`src/hdl/dpps_defs.vh`:
```
// Constants shared by the dual PLL power-up sequencer.
`ifndef DPPS_DEFS_VH
`define DPPS_DEFS_VH
`define DPPS_CLK_HZ 20000000
`define DPPS_OSC_HZ 10000000
`define DPPS_OSC_DIV (`DPPS_CLK_HZ / `DPPS_OSC_HZ)
`define DPPS_CNT_W 24
`define DPPS_CAL_DEF 24'h000bb8
`define DPPS_VCO_DEF 24'h000fa0
`define DPPS_PFD_DEF 16'h0002
`define DPPS_PFD_W 16
`endif

```
`src/hdl/dpps_sequencer.v`:
```
// Power-up sequencer for a two-PLL clock generator.
// Overview of operation
// - The device enable stays low until both supply-good inputs are high, though the host port is already enabled.
// - With a crystal in use and power-down released, it waits for the crystal amplitude detector.
// - It then runs the first PLL calibration wait in programmable internal oscillator ticks.
// - It then runs the first VCO wait in programmable internal oscillator ticks.
// - A PLL's outputs are enabled as soon as its calibration and VCO waits finish.
// - The first PLL loss-of-lock flag drops a phase-detector period after that PLL locks.
// - It runs the second PLL calibration wait in programmable internal oscillator ticks.
// - It then runs the second VCO wait in programmable internal oscillator ticks.
// - The second PLL loss-of-lock flag drops a phase-detector period after that PLL locks.
// - With the independent-start bit low, the second PLL starts after the first PLL's whole start-up.
// - With the independent-start bit high, the second PLL starts right after the crystal stage.
// - While the power-down pin is low all functions and the serial host port are disabled.
// - Releasing the power-down pin resets state, loads the strapped configuration and starts the sequence.
`timescale 1ns/100ps
`include "dpps_defs.vh"
module dpps_sequencer #(
	parameter CW = `DPPS_CNT_W,
	parameter PW = `DPPS_PFD_W
)
(
	input wire CLK,
	input wire RST_N,
	input wire POWERDOWN_PIN_LOW_ACTIVE_N,
	input wire CORE_SUPPLY_GOOD,
	input wire OUTPUT_BANK_ZERO_SUPPLY_GOOD,
	input wire CRYSTAL_IN_USE,
	input wire CRYSTAL_AMPLITUDE_OK,
	input wire PLL2_INDEPENDENT_START_BIT,
	input wire [CW-1:0] PLL1_CALIBRATION_WAIT,
	input wire [CW-1:0] VCO1_SETTLE_WAIT,
	input wire [CW-1:0] PLL2_CALIBRATION_WAIT,
	input wire [CW-1:0] VCO2_SETTLE_WAIT,
	input wire [PW-1:0] PFD_PERIOD_CYCLES,
	input wire PLL1_LOCKED,
	input wire PLL2_LOCKED,
	input wire STATUS_PIN_ZERO_SELECT_PLL2,
	input wire STATUS_PIN_ONE_SELECT_PLL2,
	output reg DEVICE_ENABLE,
	output reg HOST_PORT_ENABLE,
	output reg CONFIG_LOAD,
	output reg PLL1_OUTPUT_ENABLE,
	output reg PLL2_OUTPUT_ENABLE,
	output reg PLL1_LOSS_OF_LOCK_FLAG,
	output reg PLL2_LOSS_OF_LOCK_FLAG,
	output reg STATUS_PIN_ZERO,
	output reg STATUS_PIN_ONE,
	output reg SEQUENCE_DONE
);
	// One-hot main states.
	localparam ST_OFF = 5'h01;
	localparam ST_SUPPLY = 5'h02;
	localparam ST_CRYSTAL = 5'h04;
	localparam ST_RUN = 5'h08;
	localparam ST_DONE = 5'h10;
	// Number of PLL start-up chains.
	localparam NUM_PLL = 2;

	reg [4:0] state_r;
	reg [4:0] state_nxt;
	reg released_r;
	reg [1:0] osc_div_r;
	reg osc_tick_r;
	reg ind_start_r;
	reg pll1_go_r;
	reg pll2_go_r;
	wire abort;
	wire [NUM_PLL-1:0] chain_go;
	wire [NUM_PLL-1:0] cal_done;
	wire [NUM_PLL-1:0] vco_done;
	wire [NUM_PLL-1:0] lock_in;
	wire [NUM_PLL-1:0] flag_nxt;
	wire [NUM_PLL*CW-1:0] cal_len;
	wire [NUM_PLL*CW-1:0] vco_len;
	wire pll1_up;
	wire pll2_up;
	genvar g;

	// Power-down low or reset clears every counter so a new release starts clean.
	// abort and clear
	assign abort = !RST_N || !POWERDOWN_PIN_LOW_ACTIVE_N;

	// Internal 10 MHz oscillator modelled as a tick every OSC_DIV system clocks.
	always @(posedge CLK)
	begin
		if (abort || osc_div_r == (`DPPS_OSC_DIV - 1))
			osc_div_r <= 2'h0;
		else
			osc_div_r <= osc_div_r + 2'h1;
		osc_tick_r <= !abort && (osc_div_r == (`DPPS_OSC_DIV - 1));
	end

	// Main state transitions.
	always @*
	begin
		state_nxt = state_r;
		case (state_r)
			ST_OFF:
				state_nxt = ST_SUPPLY;
			ST_SUPPLY:
				if (CORE_SUPPLY_GOOD && OUTPUT_BANK_ZERO_SUPPLY_GOOD)
					state_nxt = ST_CRYSTAL;
			ST_CRYSTAL:
				if (!CRYSTAL_IN_USE || CRYSTAL_AMPLITUDE_OK)
					state_nxt = ST_RUN;
			ST_RUN:
				if (pll1_up && pll2_up)
					state_nxt = ST_DONE;
			ST_DONE:
				state_nxt = ST_DONE;
			default:
				state_nxt = ST_OFF;
		endcase
	end

	// State register plus the release edge detector on the power-down pin.
	always @(posedge CLK)
	begin
		if (abort)
		begin
			state_r <= ST_OFF;
			released_r <= 1'b0;
		end
		else
		begin
			released_r <= 1'b1;
			state_r <= state_nxt;
		end
	end

	// Strapped configuration is captured once, on the cycle after release.
	// load strapped configuration
	always @(posedge CLK)
	begin
		if (abort)
		begin
			ind_start_r <= 1'b0;
			CONFIG_LOAD <= 1'b0;
		end
		else
		begin
			CONFIG_LOAD <= !released_r;
			if (!released_r)
				ind_start_r <= PLL2_INDEPENDENT_START_BIT;
		end
	end

	// Start gates for the two PLL chains; the second waits on the first unless started independently.
	always @(posedge CLK)
	begin
		if (abort)
		begin
			pll1_go_r <= 1'b0;
			pll2_go_r <= 1'b0;
		end
		else
		begin
			pll1_go_r <= (state_r == ST_RUN) || (state_r == ST_DONE);
			pll2_go_r <= ((state_r == ST_RUN) || (state_r == ST_DONE)) && (ind_start_r || pll1_up);
		end
	end

	// Per-PLL inputs are packed so that one loop builds both start-up chains, PLL1 in slot 0.
	assign chain_go = {pll2_go_r, pll1_go_r};
	assign cal_len = {PLL2_CALIBRATION_WAIT, PLL1_CALIBRATION_WAIT};
	assign vco_len = {VCO2_SETTLE_WAIT, VCO1_SETTLE_WAIT};
	assign lock_in = {PLL2_LOCKED, PLL1_LOCKED};

	// Each chain runs its calibration wait, then its VCO wait, then times its lock indicator.
	generate
		for (g = 0; g < NUM_PLL; g = g + 1)
		begin : g_chain
			reg [PW-1:0] pfd_cnt_r;
			wire locked_now;
			wire period_done;

			dpps_wait_timer #(.CW(CW)) u_cal (
				.clk(CLK), .rst_n(RST_N), .clear(abort), .start(chain_go[g]), .tick(osc_tick_r),
				.length(cal_len[g*CW +: CW]), .done(cal_done[g]));
			dpps_wait_timer #(.CW(CW)) u_vco (
				.clk(CLK), .rst_n(RST_N), .clear(abort), .start(cal_done[g]), .tick(osc_tick_r),
				.length(vco_len[g*CW +: CW]), .done(vco_done[g]));

			// Lock only counts once the VCO wait is over, so an early lock report cannot clear the flag.
			assign locked_now = vco_done[g] && lock_in[g];
			assign period_done = (pfd_cnt_r + {{(PW-1){1'b0}}, 1'b1}) >= PFD_PERIOD_CYCLES;

			always @(posedge CLK)
			begin
				if (abort || !locked_now)
					pfd_cnt_r <= {PW{1'b0}};
				else if (!period_done)
					pfd_cnt_r <= pfd_cnt_r + {{(PW-1){1'b0}}, 1'b1};
			end

			// The flag may drop only after a whole phase-detector period of steady lock.
			assign flag_nxt[g] = !(locked_now && period_done);
		end
	endgenerate

	// A PLL's start-up is complete once its outputs are on and it reports lock.
	assign pll1_up = vco_done[0] && !PLL1_LOSS_OF_LOCK_FLAG;
	assign pll2_up = vco_done[1] && !PLL2_LOSS_OF_LOCK_FLAG;

	// Loss-of-lock flags are not sticky: losing lock raises them again on the next edge.
	always @(posedge CLK)
	begin
		if (abort)
		begin
			PLL1_LOSS_OF_LOCK_FLAG <= 1'b1;
			PLL2_LOSS_OF_LOCK_FLAG <= 1'b1;
		end
		else
		begin
			PLL1_LOSS_OF_LOCK_FLAG <= flag_nxt[0];
			PLL2_LOSS_OF_LOCK_FLAG <= flag_nxt[1];
		end
	end

	// Registered outputs; enables and done are held low and both status pins high while the pin is low.
	always @(posedge CLK)
	begin
		if (abort)
		begin
			DEVICE_ENABLE <= 1'b0;
			HOST_PORT_ENABLE <= 1'b0;
			PLL1_OUTPUT_ENABLE <= 1'b0;
			PLL2_OUTPUT_ENABLE <= 1'b0;
			STATUS_PIN_ZERO <= 1'b1;
			STATUS_PIN_ONE <= 1'b1;
			SEQUENCE_DONE <= 1'b0;
		end
		else
		begin
			DEVICE_ENABLE <= (state_r != ST_OFF) && (state_r != ST_SUPPLY);
			HOST_PORT_ENABLE <= 1'b1;
			PLL1_OUTPUT_ENABLE <= vco_done[0];
			PLL2_OUTPUT_ENABLE <= vco_done[1];
			STATUS_PIN_ZERO <= STATUS_PIN_ZERO_SELECT_PLL2 ? PLL2_LOSS_OF_LOCK_FLAG : PLL1_LOSS_OF_LOCK_FLAG;
			STATUS_PIN_ONE <= STATUS_PIN_ONE_SELECT_PLL2 ? PLL2_LOSS_OF_LOCK_FLAG : PLL1_LOSS_OF_LOCK_FLAG;
			SEQUENCE_DONE <= (state_r == ST_DONE);
		end
	end
endmodule

```
`src/hdl/dpps_wait_timer.v`:
```
// Wait timer counting a programmed number of internal oscillator ticks.
`timescale 1ns/100ps
`include "dpps_defs.vh"
module dpps_wait_timer #(
	parameter CW = `DPPS_CNT_W
)
(
	input wire clk,
	input wire rst_n,
	input wire clear,
	input wire start,
	input wire tick,
	input wire [CW-1:0] length,
	output reg done
);
	reg [CW-1:0] count_r;
	reg run_r;

	// Counts ticks from start; a zero length still takes one tick so no step is skipped.
	always @(posedge clk)
	begin
		if (!rst_n || clear)
		begin
			count_r <= {CW{1'b0}};
			run_r <= 1'b0;
			done <= 1'b0;
		end
		else if (start && !run_r && !done)
		begin
			count_r <= length;
			run_r <= 1'b1;
		end
		else if (run_r && tick)
		begin
			if (count_r <= {{(CW-1){1'b0}}, 1'b1})
			begin
				run_r <= 1'b0;
				done <= 1'b1;
			end
			else
				count_r <= count_r - {{(CW-1){1'b0}}, 1'b1};
		end
	end
endmodule

```
`config.mk`:
```
export PLATFORM = sky130hd
export DESIGN_NAME = dpps_sequencer
export DESIGN_NICKNAME = d
export VERILOG_FILES = /design/src/hdl/dpps_sequencer.v /design/src/hdl/dpps_wait_timer.v
export VERILOG_INCLUDE_DIRS = /design/src /design/src/hdl
export SDC_FILE = /design/constraint.sdc
export NUM_CORES = 1
export LEC_CHECK = 0
export BUFFER_PORTS_ARGS = -buffer_cell sky130_fd_sc_hd__buf_2
export CORE_MARGIN = 2
export CORE_UTILIZATION = 51
export DETAILED_ROUTE_END_ITERATION = 10
export GPL_ROUTABILITY_DRIVEN = 0
export PLACE_DENSITY = 0.77
export REMOVE_ABC_BUFFERS = 1
export SLEW_MARGIN = 20
export SYNTH_ARGS = -nofsm -noshare
export SYNTH_HDL_FRONTEND = slang
export SYNTH_SLANG_ARGS = --single-unit
```
`constraint.sdc`:
```
create_clock -name CLK -period 5.3 [get_ports CLK]
set_input_delay 0.53 -clock CLK [delete_from_list [all_inputs] [get_ports CLK]]
set_output_delay 0.53 -clock CLK [all_outputs]
set_load 0.01 [all_outputs]
```
==> run_results.csv <==
group,metric,value,unit
outcome,status,"finished, final reports clean",
synth,yosysTopAreaCell,"dfxtp_1",
run,maxCapViolCount,0,
synth,syn_area,9720,sq um
sta,fin_setup_tns,0,ps
grt,grt.overflow.total,0,
grt,grt_pass1_vias,8953,
grt,grt_use_total,0.256,
critical_path,crit_path_max_incr_delay,780,ps
sta,max_clock_freq,242,MHz
cells_and_area,finish.net_count,1505,
routing,first_iter_violations,675,
die,placementRows,50,
placed_design,pre_cts_ws,1010,ps
die,die_w,142,um
die,fp.coreArea,18700,sq um
clocking,cts_resized,0,
sta,setup_viol,0,
synth,synth_edf_count,0,
critical_path,worstPathCellList,"ha_1, nand3_1, nor3_1, and3_1, nand3_1, xnor2_1, ha_1, nand4_1, a211oi_1, a2111oi_2, o21ai_2, or3_1, a21oi_1",
synth,synthTopCellsByCount,"dfxtp_1 (157), a21oi_1 (136), nand2_1 (136)",
critical_path,required,5640,ps
clocking,post_cts_buffers,0,
sta,tightest_slew,906,ps
routing,drtPass1Iterations,7,
synth,ys_types,87,
clocking,clock-root-buffer,"clkbuf_16",
clocking,htree_levels,4,
sta,hold_viol,0,
power_and_ir_drop,p_per_area,245,nW/um^2
placed_design,dp_hpwl,17.5,mm
placed_design,io_buffers,133,
synth,synth_ff_type,"dfxtp_1",
critical_path,cp.buffers_inverters,0,
routing,viasPerCell,6.16,
sta,period_share,0.779,
critical_path,critPathLaunchType,"flop",
clocking,hold_buffers,0,
clocking,clk_pin_slew_worst_paths,70,ps
critical_path,path_class,"reg -> reg",
synth,ys_seq_elements,157,
synth,syn_inst,1252,
routing,via_count,9760,
critical_path,cp_top_family,"simple AND/OR/NAND/NOR gates",
clocking,clock_sinks,157,
routing,drt-total-wl,25.6,mm
routing,wl_per_cell,16.2,um
sta,setup_ws,1170,ps
synth,yosys.area.top_type_share,0.323,
cells_and_area,area_growth_syn_to_layout,14.7,%
die,die_h,142,um
routing,final_antenna_net_count,0,
power_and_ir_drop,p_leak,4.54,nW
critical_path,path_max_fanout,19,
cells_and_area,drive_above_1_share,0.170,
clocking,cts_tree,"yes",
synth,syn_avg_cell_area,7.77,sq um
sta,rsz0062_at_grt,"false",
synth,ys_async_sr_fraction,0,
synth,yosysSeqAreaShare,0.323,
critical_path,cp.arrival,4470,ps
routing,drcViolationCount,0,
grt,grt_max_degree,70,
clocking,clk_latency,430,ps
sta,relSlewSlack,0.396,
sta,slew_viol_final,0,
synth,ys_top_cells_by_area,"dfxtp_1 (32%), a21oi_1 (7.0%), ha_1 (5.5%), nand2_1 (5.3%), o21ai_0 (4.5%)",
critical_path,crit_slowest_cell,"a2111oi_2",
die,die_area,20200,sq um
grt,antenna_found_initial,0,
sta,skew,10.8,ps
power_and_ir_drop,ir_drop,0.212,mV
die,pin_count,134,
clocking,cts_buffers,17,
die,start_util,0.520,
clocking,clockBufferDepth,2,
synth,yosysMostFrequentCell,"dfxtp_1",
synth,synth_warnings,0,
sta,post-route-min-period,4130,ps
cells_and_area,fillers,1712,
grt,grt_pass1_wl,42.7,mm
critical_path,cp-end-kind,"flop",
worst_hold_path,hold_path.class,"in -> reg",
cells_and_area,antenna_cells,0,
==> flip-flops by register name (all words and copies together), names as in the netlist, 5 cells and up <==
| signal | cells |
|---|---|
| g_chain.u_cal.count_r | 48 |
| g_chain.u_vco.count_r | 48 |
| g_chain.pfd_cnt_r | 32 |
| state_r | 5 |
==> through the flow <==
step	util	instance area [sq um]	std cells	power, W	hold slack (ps)
finish	0.596	11200	1585	0.00273	317
global route	0.596	11200	1585	0.00281	304
CTS	0.596	11100	1585	0.00274	306
detailed placement	0.559	10500	1553	0.00132	430
global placement	0.559	10500	1553	0.00132	421
floorplan	-	9410	1177	0.00125	408
==> layout by cell type (no fill, tap or decap), types with 6 or more instances in the layout <==
cell type / synthesis / routed
a211oi_1: 11 / 11
a21oi_1: 136 / 136
a22o_1: 9 / 9
a22oi_1: 6 / 6
a31o_2: 9 / 9
a31oi_1: 12 / 12
a32o_1: 8 / 8
and2_1: 9 / 9
and3_1: 12 / 12
and4_1: 8 / 8
buf_2: 11 / 133
buf_4: 1 / 9
bufinv_16: 0 / 6
clkbuf_16: 0 / 17
dfxtp_1: 157 / 157
ha_1: 43 / 43
inv_1: 34 / 33
nand2_1: 136 / 135
nand3_1: 32 / 32
nand4_1: 11 / 11
nor2_1: 110 / 110
nor3_1: 52 / 52
nor4_1: 28 / 28
o211ai_1: 26 / 26
o21ai_0: 88 / 88
o311ai_0: 9 / 9
o31ai_1: 28 / 28
o41ai_1: 11 / 11
or2_2: 6 / 6
or3_1: 15 / 15
or4_1: 23 / 23
xnor2_1: 18 / 18
xor2_1: 18 / 18
==> final timing paths <==
kind                                             startpoint                  endpoint  slack, ps  depth (start not counted)
worst max register to register      g_chain[1].pfd_cnt_r[0]  g_chain[1].pfd_cnt_r[14]       1170                         13
worst min-delay path            STATUS_PIN_ZERO_SELECT_PLL2           STATUS_PIN_ZERO        320                          2
worst max-delay path                g_chain[1].pfd_cnt_r[0]  g_chain[1].pfd_cnt_r[14]       1170                         13
worst min register to register                 osc_div_r[0]              osc_div_r[0]        430                          1
==> metal layers <==
layer  GRT usage  wire [um]  vias to the layer above  share of wire
li1            -          -                     4885              -
met1       0.347      12100                     4541           0.47
met2       0.415      11900                      296           0.46
met3      0.0498       1310                       38          0.051
met4      0.0721        395                        0          0.015
met5           0          0                        -              0
==> where the power goes <==
| group | internal [W] | total, W | leakage [nW] | switching, W |
|---|---|---|---|---|
| clock | 0.000913 | 0.00144 | 0.334 | 0.000523 |
| combinational | 0.0000472 | 0.000105 | 2.94 | 0.0000576 |
| sequential | 0.00118 | 0.00119 | 1.27 | 0.00000319 |
| total | 0.00214 | 0.00273 | 4.54 | 0.000584 |
==> final cells by class <==
class | count | area, sq um | share of cell area
Clock buffer | 19 | 453 | 0.0406
Clock inverter | 13 | 236 | 0.0212
Inverter | 34 | 128 | 0.0114
Multi-Input combinational cell | 986 | 6170 | 0.553
Sequential cell | 157 | 3140 | 0.282
Tap cell | 234 | 293 | 0.0263
Timing Repair Buffer | 142 | 733 | 0.0657
==> cells by family after synthesis <==
group                      count (synthesis)  synth area share
DFF                                      157             0.323
buffers and inverters                    109            0.0454
and+or+nand+nor                          500             0.274
muxes                                      6           0.00631
AOI/OAI and AO/OA                        401             0.263
adders and majority gates                 43            0.0553
xor gates and xnor gates                  36            0.0324
No activity file was read; power rests on OpenSTA's default activity.
